File: src/hw/eci_defs.svh
// Contract
// - Eight-bit threshold, resets to 08h, 1/2/4 codes
// - Codes 08h-40h give 8 to 64 microframes
// - Light reset bit reads zero if absent
// - Light reset spares ports and companion association
// - Light reset bit reads one until done
// - Evict cached async state, then set flag
// - Enabled flag raises interrupt at threshold boundary
`ifndef ECI_DEFS_SVH
`define ECI_DEFS_SVH
`define ECI_OFS_COMMAND 8'h20
`define ECI_OFS_STATUS 8'h24
`define ECI_OFS_INTR_EN 8'h28
`define ECI_THR_LSB 16
`define ECI_THR_MSB 23
`define ECI_THR_RESET 8'h08
`define ECI_LIGHT_CONTROLLER_RESET_BIT 7
`define ECI_DOORBELL_BIT 6
`define ECI_AAF_BIT 5
`define ECI_HALTED_BIT 12
`define ECI_UFRAME_NS 125000
`define ECI_CLK_NS 5
`define ECI_UFRAME_CYC (`ECI_UFRAME_NS / `ECI_CLK_NS)
`define ECI_LRST_CYC 16
`endif

File: src/hw/eci_pkg.sv
package eci_pkg;
    typedef struct packed {
        logic wr;
        logic rd;
        logic [7:0] addr;
        logic [31:0] wdata;
    } eci_req_t;
    typedef enum logic [1:0] {
        ECI_DB_IDLE = 2'b00,
        ECI_DB_EVICT = 2'b01,
        ECI_DB_WAIT = 2'b10
    } eci_db_state_t;
endpackage : eci_pkg

File: src/hw/eci_core.sv
`timescale 1ns/1ps
`default_nettype none
`include "eci_defs.svh"
module eci_core
    import eci_pkg::*;
#(
    parameter int UFRAME_CYC = `ECI_UFRAME_CYC,
    parameter bit LIGHT_CONTROLLER_RESET_EN = 1'b1
) (
    input wire logic ref_clk,
    input wire logic resetn,
    input wire eci_req_t req,
    output logic [31:0] rdata,
    input wire logic halted,
    output logic evict_req,
    input wire logic evict_done,
    output logic light_reset,
    output logic irq
);
    // ------------------------------------------------------------
    // Registers
    // ------------------------------------------------------------
    logic [7:0] thr_reg;
    logic lrst_reg;
    logic [4:0] lrst_cnt_reg;
    logic db_reg;
    logic aaf_reg;
    logic aae_reg;
    eci_db_state_t db_state_reg;
    logic [16:0] uf_cnt_reg;
    logic [6:0] thr_cnt_reg;
    logic pend_reg;
    logic uf_tick;
    logic [6:0] interval;
    logic cmd_wr;
    logic sts_wr;
    logic aaf_set;

    assign cmd_wr = req.wr && req.addr == `ECI_OFS_COMMAND;
    assign sts_wr = req.wr && req.addr == `ECI_OFS_STATUS;
    assign aaf_set = db_state_reg == ECI_DB_WAIT;

    always_ff @(posedge ref_clk) begin
        if (!resetn) begin
            thr_reg <= `ECI_THR_RESET;
        end else if (cmd_wr && !lrst_reg) begin
            thr_reg <= req.wdata[`ECI_THR_MSB:`ECI_THR_LSB];
        end
    end

    // Light reset clears controller state except the threshold; ports live elsewhere.
    always_ff @(posedge ref_clk) begin
        if (!resetn) begin
            lrst_reg <= 1'b0;
            lrst_cnt_reg <= 5'h00;
        end else if (lrst_reg) begin
            lrst_cnt_reg <= lrst_cnt_reg + 5'h01;
            if (lrst_cnt_reg == 5'(`ECI_LRST_CYC - 1)) begin
                lrst_reg <= 1'b0;
            end
        end else if (LIGHT_CONTROLLER_RESET_EN && cmd_wr && req.wdata[`ECI_LIGHT_CONTROLLER_RESET_BIT]) begin
            lrst_reg <= 1'b1;
            lrst_cnt_reg <= 5'h00;
        end
    end

    // ------------------------------------------------------------
    // Doorbell
    // ------------------------------------------------------------
    always_ff @(posedge ref_clk) begin
        if (!resetn || lrst_reg) begin
            db_state_reg <= ECI_DB_IDLE;
            db_reg <= 1'b0;
        end else begin
            unique case (db_state_reg)
                ECI_DB_IDLE: begin
                    if (cmd_wr && req.wdata[`ECI_DOORBELL_BIT]) begin
                        db_state_reg <= ECI_DB_EVICT;
                        db_reg <= 1'b1;
                    end
                end
                ECI_DB_EVICT: begin
                    if (evict_done) begin
                        db_state_reg <= ECI_DB_WAIT;
                    end
                end
                ECI_DB_WAIT: begin
                    db_state_reg <= ECI_DB_IDLE;
                    db_reg <= 1'b0;
                end
                default: db_state_reg <= ECI_DB_IDLE;
            endcase
        end
    end

    always_ff @(posedge ref_clk) begin
        if (!resetn) begin
            evict_req <= 1'b0;
        end else begin
            evict_req <= db_state_reg == ECI_DB_EVICT && !evict_done && !lrst_reg;
        end
    end

    always_ff @(posedge ref_clk) begin
        if (!resetn || lrst_reg) begin
            aaf_reg <= 1'b0;
        end else if (aaf_set) begin
            aaf_reg <= 1'b1;
        end else if (sts_wr && req.wdata[`ECI_AAF_BIT]) begin
            aaf_reg <= 1'b0;
        end
    end

    always_ff @(posedge ref_clk) begin
        if (!resetn || lrst_reg) begin
            aae_reg <= 1'b0;
        end else if (req.wr && req.addr == `ECI_OFS_INTR_EN) begin
            aae_reg <= req.wdata[`ECI_AAF_BIT];
        end
    end

    // ------------------------------------------------------------
    // Threshold pacing
    // ------------------------------------------------------------
    always_comb begin
        unique case (thr_reg)
            8'h01: interval = 7'h01;
            8'h02: interval = 7'h02;
            8'h04: interval = 7'h04;
            8'h10: interval = 7'h10;
            8'h20: interval = 7'h20;
            8'h40: interval = 7'h40;
            default: interval = 7'h08;
        endcase
    end

    assign uf_tick = uf_cnt_reg == 17'(UFRAME_CYC - 1);

    always_ff @(posedge ref_clk) begin
        if (!resetn || lrst_reg || uf_tick) begin
            uf_cnt_reg <= 17'h00000;
        end else begin
            uf_cnt_reg <= uf_cnt_reg + 17'h00001;
        end
    end

    always_ff @(posedge ref_clk) begin
        if (!resetn || lrst_reg) begin
            thr_cnt_reg <= 7'h00;
            irq <= 1'b0;
        end else begin
            irq <= 1'b0;
            if (uf_tick) begin
                if (thr_cnt_reg >= interval - 7'h01) begin
                    thr_cnt_reg <= 7'h00;
                    irq <= pend_reg || (aaf_reg && aae_reg);
                end else begin
                    thr_cnt_reg <= thr_cnt_reg + 7'h01;
                end
            end
        end
    end

    always_ff @(posedge ref_clk) begin
        if (!resetn || lrst_reg) begin
            pend_reg <= 1'b0;
        end else if (aaf_set && aae_reg) begin
            pend_reg <= 1'b1;
        end else if (uf_tick && thr_cnt_reg >= interval - 7'h01) begin
            pend_reg <= 1'b0;
        end
    end

    always_ff @(posedge ref_clk) begin
        if (!resetn) begin
            light_reset <= 1'b0;
        end else begin
            light_reset <= lrst_reg;
        end
    end

    always_ff @(posedge ref_clk) begin
        if (!resetn) begin
            rdata <= 32'h00000000;
        end else if (req.rd) begin
            rdata <= 32'h00000000;
            unique case (req.addr)
                `ECI_OFS_COMMAND: begin
                    rdata[`ECI_THR_MSB:`ECI_THR_LSB] <= thr_reg;
                    rdata[`ECI_LIGHT_CONTROLLER_RESET_BIT] <= LIGHT_CONTROLLER_RESET_EN && lrst_reg;
                    rdata[`ECI_DOORBELL_BIT] <= db_reg;
                end
                `ECI_OFS_STATUS: begin
                    rdata[`ECI_AAF_BIT] <= aaf_reg;
                    rdata[`ECI_HALTED_BIT] <= halted;
                end
                `ECI_OFS_INTR_EN: rdata[`ECI_AAF_BIT] <= aae_reg;
                default: rdata <= 32'h00000000;
            endcase
        end
    end
endmodule : eci_core
`default_nettype wire

File: config.mk
export PLATFORM = sky130hd
export DESIGN_NAME = eci_core
export DESIGN_NICKNAME = d
export VERILOG_FILES = /design/src/hw/eci_pkg.sv /design/src/hw/eci_core.sv
export VERILOG_INCLUDE_DIRS = /design/src /design/src/hw
export SDC_FILE = /design/constraint.sdc
export NUM_CORES = 1
export LEC_CHECK = 0
export BUFFER_PORTS_ARGS = -buffer_cell sky130_fd_sc_hd__buf_4
export CORE_ASPECT_RATIO = 1.1
export CORE_MARGIN = 5
export CORE_UTILIZATION = 40
export DETAILED_ROUTE_END_ITERATION = 12
export GPL_ROUTABILITY_DRIVEN = 0
export GPL_TIMING_DRIVEN = 0
export PLACE_DENSITY = 0.68
export SYNTH_ARGS = -nofsm -noshare
export SYNTH_HDL_FRONTEND = slang
export SYNTH_SLANG_ARGS = --single-unit
File: constraint.sdc
create_clock -name ref_clk -period 7.5 [get_ports ref_clk]
set_clock_uncertainty 0.05 [all_clocks]
set_input_delay 1.875 -clock ref_clk [delete_from_list [all_inputs] [get_ports ref_clk]]
set_output_delay 1.875 -clock ref_clk [all_outputs]
set_load 0.05 [all_outputs]
==> metrics.md, run 1 <==
| Metric | Value |
|---|---|
| Multi-input logic area | `1670 um^2` |
| HP Class | `reg -> reg` |
| Power share of the clock group | `between 40% and 50%` |
| Worst endpoint data arrival time | `approximately 3800 ps` |
| Synth Register Bits | `about 60` |
| Via count | `2,538` |
| Pwr/cell area | `around 190 nW/um^2` |
| Cell family with most CP delay | `simple AND/OR/NAND/NOR gates` |
| Synth unique cells | `50` |
| Core area | `roughly 7400 um^2` |
| Number of gates resized after cts | `0` |
| Crit path required time | `7690 ps` |
| RSZ-0062 raised after global routing | `false` |
| Post-CTS setup buffer count | `0` |
| Starting Density | `approximately 41%` |
| Net count, final | `~480` |
| Crit end category | `register` |
| Pint | `around 0.53 mW` |
| Critical path class | `reg -> reg` |
| Number of global-route vias before repair | `2,505` |
| Share of layout cells above drive strength 1 | `around a fifth` |
| Reg2reg path depth | `13` |
| TritonCTS clock tree | `yes` |
| First-pass GRT wire length | `around 11 mm` |
| TritonCTS Buffers | `9` |
| YS warnings | `0` |
| Sequential power share | `a little under half` |
| Port-buffer cells | `39` |
| Final wirelength | `between 6 and 7 mm` |
| CP Launch Type | `register` |
| Status | `completed` |
| Synth Area per Inst | `roughly 8.6 um^2` |
| Fmax | `278 MHz` |
| Largest net degree at the start of global routing | `11` |
| Die X | `92.8 um` |
| Pre-antenna DRT Iters | `5` |
| Leak pwr | `between 1.5 and 2 nW` |
| Worst Path Buf+Inv | `0` |
| Seq/Total Area, Yosys | `approximately two fifths` |
| FF-to-FF Start | `thr_reg[4]` |
| Die area | `around 9400 um^2` |
| DR iter-0 viols | `a little under 90` |
| Fin Setup TNS | `0 ps` |
| Synth Instances | `approximately 350` |
| Max stage delay on crit path | `~410 ps` |
| Die Y | `roughly 100 um` |
| Clk sinks | `59` |
| Post-route ant nets | `0` |
| Setup Viol. Count Final | `0` |
| GRT Util Overall | `14.7%` |
| Slew headroom | `between 60 and 70%` |
| Initial antenna violation count | `0` |
| Final Slew Violations | `0` |
| Final Cell Area | `about 3700 um^2` |
| Max capacitance violation total | `0` |
| Area Growth Syn to Fin | `22.3%` |
| Minimum clock period after layout | `between 3000 and 4000 ps` |
| Clock slew at reported path FFs | `roughly 60 ps` |
| EDFF count, synth | `0` |
| Buffer depth of the longest clock path | `2` |
| Hold Crit Start | `uf_cnt_reg[0]` |
| CP Cell Sequence | `or3_1, nor4_1, nand3b_1, ha_1, nor4_1, a31oi_1, o31a_1, ha_1, a211oi_1, nor2_1, a2111oi_4, nand2b_2, o31ai_1` |
| H-Tree Depth | `3` |
| Worst R2R End | `thr_cnt_reg[4]` |
| Grt ovf | `0` |
| Sw Ratio | `25.3%` |
| Comb pwr share | `between 10% and 20%` |
| Num rows | `33` |
| Worst Tran Pin Value | `between 500 and 600 ps` |
| CP max FO | `7` |
| Sequential cell area | `1180 um^2` |
| Reg2Reg Setup Slack | `about 3900 ps` |
| Hold EP | `uf_cnt_reg[0]` |
| Layout fillers | `732` |
| Hold bufs inserted after CTS | `0` |
| Max FFs per register | `17` |
| Slowest-stage cell, CP | `or3_1` |
| Mapped cell area | `3020 um^2` |
| Primary FF master, synth | `dfxtp_1` |
| Hpwl dp | `4.93 mm` |
| N_diodes | `0` |
| Switching pwr | `0.178 mW` |
| Crit path depth | `13` |
| CTS root buffer | `clkbuf_8` |
| Fin. Hold Viols | `0` |
| Vias per cell | `4.98` |
| Hold path depth | `1` |
| Clock latency on the worst-skew pair | `roughly 340 ps` |
| DRC Markers | `0` |
| Ports | `between 80 and 90` |
| VDD IR max | `between 0.09 and 0.1 mV` |
| Period utilization | `about half` |
| Async set-reset flop share out of synthesis | `0%` |
| Dpl cell area | `about 3500 um^2` |
| Avg WL per Cell | `between 10 and 15 um` |
-- how the worst max path moves through the flow --
stage                          start             end  slack (ps)
after floorplan           thr_reg[4]  thr_cnt_reg[3]        4350
after global placement       req[36]      thr_reg[2]        4020
after detailed placement  thr_reg[4]  thr_cnt_reg[4]        3960
after CTS                 thr_reg[4]  thr_cnt_reg[4]        3900
after global routing      thr_reg[4]  thr_cnt_reg[4]        3620
final                     thr_reg[4]  thr_cnt_reg[4]        3900
-- metrics by stage --
stage,hold slack [ps],util (%),power [mW],worst slack (ps),std cells
floorplan,367,-,0.393,4350,370
global placement,381,47.2,0.413,4020,496
detailed placement,385,47.2,0.414,3960,496
global route,418,49.9,0.732,3620,510
finish,392,49.9,0.704,3900,510
CTS,397,49.9,0.710,3900,510
-- cell type report --
cell class | instances | area share, %
Clock inverter | 2 | 0.950
Timing Repair Buffer | 39 | 7.94
Inverter | 9 | 0.916
Sequential cell | 59 | 32.0
Buffer | 30 | 5.56
Tap cell | 87 | 2.95
Clock buffer | 12 | 4.48
Multi-Input combinational cell | 272 | 45.2
-- cells in the mapped netlist, types with 8 or more instances --
master | n | area share (%)
nand2_1 | 31 | 3.9
nor2b_1 | 23 | 4.8
dfxtp_1 | 59 | 39
xor2_1 | 11 | 3.2
nand3_1 | 27 | 4.5
ha_1 | 12 | 5.0
and2_1 | 8 | 1.7
a21oi_1 | 18 | 3.0
o21ai_0 | 16 | 2.7
nor2_1 | 29 | 3.6
xnor2_1 | 8 | 2.3
inv_1 | 9 | 1.1
buf_4 | 21 | 5.2
nor3_1 | 8 | 1.3
-- worst reg2reg max path, delay by kind of cell (launching register included) --
kind                       cells  cell delay [ps]
and+or+nand+nor                6             1420
AOI/OAI and AO/OA              5             1090
adders and majority gates      2              580
DFF                            1              370
-- logic make-up (layout without fill, tap and decap cells) --
| kind of cell | after synthesis | after routing | share of synthesized area [%] |
|---|---|---|---|
| other | 1 | 20 | 0.124 |
| xor gates and xnor gates | 19 | 19 | 5.52 |
| AOI/OAI and AO/OA | 58 | 58 | 13.2 |
| DFF | 59 | 59 | 39.2 |
| and+or+nand+nor | 161 | 161 | 28.4 |
| muxes | 2 | 2 | 0.664 |
| adders and majority gates | 12 | 12 | 4.98 |
| buffers and inverters | 39 | 92 | 7.92 |
-- power by group through the flow --
stage | logic, mW | clock network (mW) | registers (mW)
after floorplan | 0.0644 | 0 | 0.329
after global placement | 0.0820 | 0 | 0.331
after detailed placement | 0.0834 | 0 | 0.331
after CTS | 0.0837 | 0.302 | 0.324
after global routing | 0.0907 | 0.317 | 0.325
final | 0.0839 | 0.296 | 0.324
-- cell usage in the layout, fill, tap and decap left out, types with 2 or more instances in the layout --
| cell | netlist | layout |
|---|---|---|
| conb_1 | 1 | 20 |
| nand3b_1 | 3 | 3 |
| a211oi_1 | 2 | 2 |
| xnor2_1 | 8 | 8 |
| nor2_1 | 29 | 29 |
| mux2i_1 | 2 | 2 |
| nand4_1 | 5 | 5 |
| a21oi_1 | 18 | 18 |
| nor3_1 | 8 | 8 |
| clkbuf_1 | 4 | 4 |
| inv_1 | 9 | 9 |
| buf_2 | 3 | 3 |
| and2_1 | 8 | 8 |
| a32oi_1 | 3 | 3 |
| and4_1 | 2 | 2 |
| nor2b_1 | 23 | 23 |
| clkbuf_8 | 1 | 13 |
| nand2b_1 | 5 | 5 |
| or3_1 | 2 | 2 |
| o21a_1 | 3 | 3 |
| o21ai_0 | 16 | 16 |
| o31ai_1 | 2 | 2 |
| dfxtp_1 | 59 | 59 |
| a31oi_1 | 2 | 2 |
| buf_4 | 21 | 60 |
| nand3_1 | 27 | 27 |
| nor4b_2 | 2 | 2 |
| and3_1 | 5 | 5 |
| nand2_1 | 31 | 31 |
| nor4_1 | 5 | 5 |
| ha_1 | 12 | 12 |
| a22oi_1 | 2 | 2 |
| xor2_1 | 11 | 11 |
-- layer usage --
metal	routed length, um	GRT usage (%)	vias to the layer above
met5	0	0	-
met4	133	6.54	0
met3	371	4.63	14
met2	3030	24.3	65
met1	2990	17.3	1135
li1	-	-	1324
Note: power is estimated with default switching activity, not from simulation.
==> inputs of run 2 (changes only) <==
Settings changed: PLACE_DENSITY 0.68 to 0.71.
Clock period 7.5 ns to 3.2 ns, I/O delays scaled along.
==> run 2 against run 1 <==
  * Die area unchanged
  * Non-clock buffer count increased by 14
  * Wire length increased by 10%
  * Flip-flop and latch count unchanged
  * Utilization increased by 3.8 points
  * Maximum frequency increased by 14%
  * Cell count increased by 3.1%
  * First-iteration DRC count increased by 22%
  * Setup slack got worse by 3900 ps
  * Combinational power increased to 2.9 times the previous value
  * Sequential power increased by 130%
  * Highest routed layer unchanged
==> metrics.md, run 2 (same netlist as run 1, synthesis figures left out) <==
| Metric | Value |
|---|---|
| Setup Viol. Count Final | `0 (unchanged)` |
| Buffer depth of the longest clock path | `2 (unchanged)` |
| Period utilization | `99.1% (was 48.0%)` |
| Clock latency on the worst-skew pair | `340 ps (about the same)` |
| Sw Ratio | `27.5% (was 25.3%)` |
| Slew headroom | `61.0% (was 61.6%)` |
| Commonest non-fill, non-tap cell in the layout | `buf_4 (unchanged)` |
| Worst endpoint data arrival time | `3380 ps (was 3790 ps)` |
| Crit path required time | `3410 ps (was 7690 ps)` |
| CTS root buffer | `clkbuf_8 (unchanged)` |
| Grt ovf | `0 (unchanged)` |
| Reg2reg path depth | `14 (was 13)` |
| Vias per cell | `5.13 (was 4.98)` |
| Met3 wire len | `349 um (was 371 um)` |
| Num rows | `33 (unchanged)` |
| Largest net degree at the start of global routing | `12 (was 11)` |
| Crit end category | `register (unchanged)` |
| DR iter-0 viols | `109 (was 89)` |
| Status | `completed (unchanged)` |
| Clock slew at reported path FFs | `70 ps (was 60 ps)` |
| Core area | `7390 um^2 (unchanged)` |
| CP max FO | `4 (was 7)` |
| Ports | `81 (unchanged)` |
| Critical path class | `reg -> reg (unchanged)` |
| Worst R2R End | `thr_cnt_reg[2] (was thr_cnt_reg[4])` |
| Via count | `2,696 (was 2,538)` |
| GRT Util Overall | `15.8% (was 14.7%)` |
| Post-route ant nets | `0 (unchanged)` |
| Comb pwr share | `14.1% (was 11.9%)` |
| Met2 WL | `3.61 mm (was 3.03 mm)` |
| Fin. Hold Viols | `0 (unchanged)` |
| Hold_ws | `403 ps (was 392 ps)` |
| FF-to-FF Start | `thr_reg[4] (unchanged)` |
| Switching pwr | `0.472 mW (was 0.178 mW)` |
| Avg WL per Cell | `13.7 um (was 12.8 um)` |
| Share of layout cells above drive strength 1 | `29.2% (was 20.6%)` |
| Dpl cell area | `3490 um^2 (unchanged)` |
| Final wirelength | `7.21 mm (was 6.53 mm)` |
| Clk sinks | `59 (unchanged)` |
| N_diodes | `0 (unchanged)` |
| CP Launch Type | `register (unchanged)` |
| VDD IR max | `0.249 mV (was 0.0905 mV)` |
| Number of global-route vias before repair | `2,615 (was 2,505)` |
| Power share of the clock group | `41.7% (was 42.1%)` |
| Starting Density | `40.8% (unchanged)` |
| Hold EP | `db_reg (was uf_cnt_reg[0])` |
| HP Class | `reg -> reg (unchanged)` |
| RSZ-0062 raised after global routing | `true (was false)` |
| First-pass GRT wire length | `11.8 mm (was 11.1 mm)` |
| Die X | `92.8 um (unchanged)` |
| H-Tree Depth | `3 (unchanged)` |
| Uppermost layer routed | `met4 (unchanged)` |
| Fmax | `315 MHz (was 278 MHz)` |
| Overall Power | `1.72 mW (was 0.704 mW)` |
| Die Y | `101 um (unchanged)` |
| Initial antenna violation count | `0 (unchanged)` |
| Fin cells | `526 (was 510)` |
| TritonCTS clock tree | `yes (unchanged)` |
| Max capacitance violation total | `0 (unchanged)` |
| Max FFs per register | `17 (unchanged)` |
| Minimum clock period after layout | `3170 ps (was 3600 ps)` |
| Final Cell Area | `3970 um^2 (was 3690 um^2)` |
| TritonCTS Buffers | `9 (unchanged)` |
| Worst Tran Pin Value | `581 ps (was 572 ps)` |
| Leak pwr | `1.61 nW (was 1.52 nW)` |
| DRC Markers | `0 (unchanged)` |
| Pwr/cell area | `433 nW/um^2 (was 191 nW/um^2)` |
| Hold Crit Start | `db_reg (was uf_cnt_reg[0])` |
| Hpwl dp | `4.96 mm (was 4.93 mm)` |
| Most frequent cells in the layout | `buf_4 (72), dfxtp_1 (56), nand2_1 (31), nor2_1 (27), nor2b_1 (23) (was buf_4 (60), dfxtp_1 (59), nand2_1 (31), nor2_1 (29), nand3_1 (27))` |
| Pint | `1.25 mW (was 0.526 mW)` |
| Area Growth Syn to Fin | `31.7% (was 22.3%)` |
| Sequential power share | `44.2% (was 46.0%)` |
| Reg2Reg Setup Slack | `30 ps (was 3900 ps)` |
| Die area | `9380 um^2 (unchanged)` |
| Placed insts | `496 (unchanged)` |
| Port-buffer cells | `39 (unchanged)` |
| Pre-antenna DRT Iters | `4 (was 5)` |
| Met1 WL | `3.05 mm (was 2.99 mm)` |
| Net count, final | `492 (was 478)` |
| Hold path depth | `2 (was 1)` |
| Final Slew Violations | `0 (unchanged)` |
[run 2: cell count changes in the layout (fill, tap and decap cells not counted), moves of 3 or more]
cell,before,now
buf_4,60,72
nand3_1,27,22
nand3_2,0,5
a21oi_1,18,14
a21oi_2,0,4
dfxtp_1,59,56
[run 2: critical path, cell delays in order, from the launching register on]
cell	delay, ps
dfxtp_4	350
or3_4	400
nor4_4	180
nand3b_1	190
ha_4	220
buf_6	130
a31oi_1	170
o31a_1	190
ha_4	220
a211oi_2	260
nor2_2	110
a2111oi_4	260
buf_4	190
a32oi_1	50
o21ai_1	110
[run 2: power groups by stage]
stage                     Combinational (mW)  Clock (mW)  Sequential, mW
after detailed placement               0.196           0           0.775
final                                  0.242       0.717           0.759
after global placement                 0.192           0           0.775
after CTS                              0.210       0.727           0.758
after global routing                   0.259       0.770           0.760
after floorplan                        0.151           0           0.771
[run 2: final cells by class]
cell class                      count  area [um^2]
Inverter                            9         33.8
Buffer                             30          205
Clock inverter                      5         60.1
Fill cell                         664         3420
Clock buffer                       11          151
Sequential cell                    59         1190
Timing Repair Buffer               53          405
Multi-Input combinational cell    272         1820
Tap cell                           87          109
[run 2: worst max path at each step]
stage / from / endpoint / depth (start not counted) / slack, ps
6_report: thr_reg[4] / thr_cnt_reg[2] / 14 / 30
3_3_place_gp: thr_reg[4] / thr_cnt_reg[3] / 13 / -250
4_1_cts: thr_reg[4] / thr_cnt_reg[2] / 14 / -2
2_1_floorplan: thr_reg[4] / thr_cnt_reg[3] / 13 / 50
5_1_grt: thr_reg[4] / thr_cnt_reg[2] / 14 / -130
3_5_place_dp: thr_reg[4] / thr_cnt_reg[3] / 13 / -400
[run 2: per-stage QoR]
| step | setup TNS, ps | util (%) | setup WS [ps] |
|---|---|---|---|
| floorplan | 0 | - | 45.3 |
| global placement | -1680 | 47.2 | -251 |
| detailed placement | -3180 | 47.2 | -397 |
| CTS | -2.46 | 52.2 | -2.08 |
| global route | -665 | 53.7 | -130 |
| finish | 0 | 53.7 | 30.2 |
[run 2: repair_timing]
action / in CTS / in global routing
setup endpoints to repair: 9 / 9
hold buffers: 0 / 0
pin swaps: 3 / 10
buffers inserted: 11 / 3
gates resized for setup: 17 / 19
[run 2: per-layer routing]
layer  vias up  global-route usage [%]
met5         -                       0
met4         0                    7.55
met3        20                    3.88
met2        76                    27.0
met1      1247                    18.5
li1       1353                       -
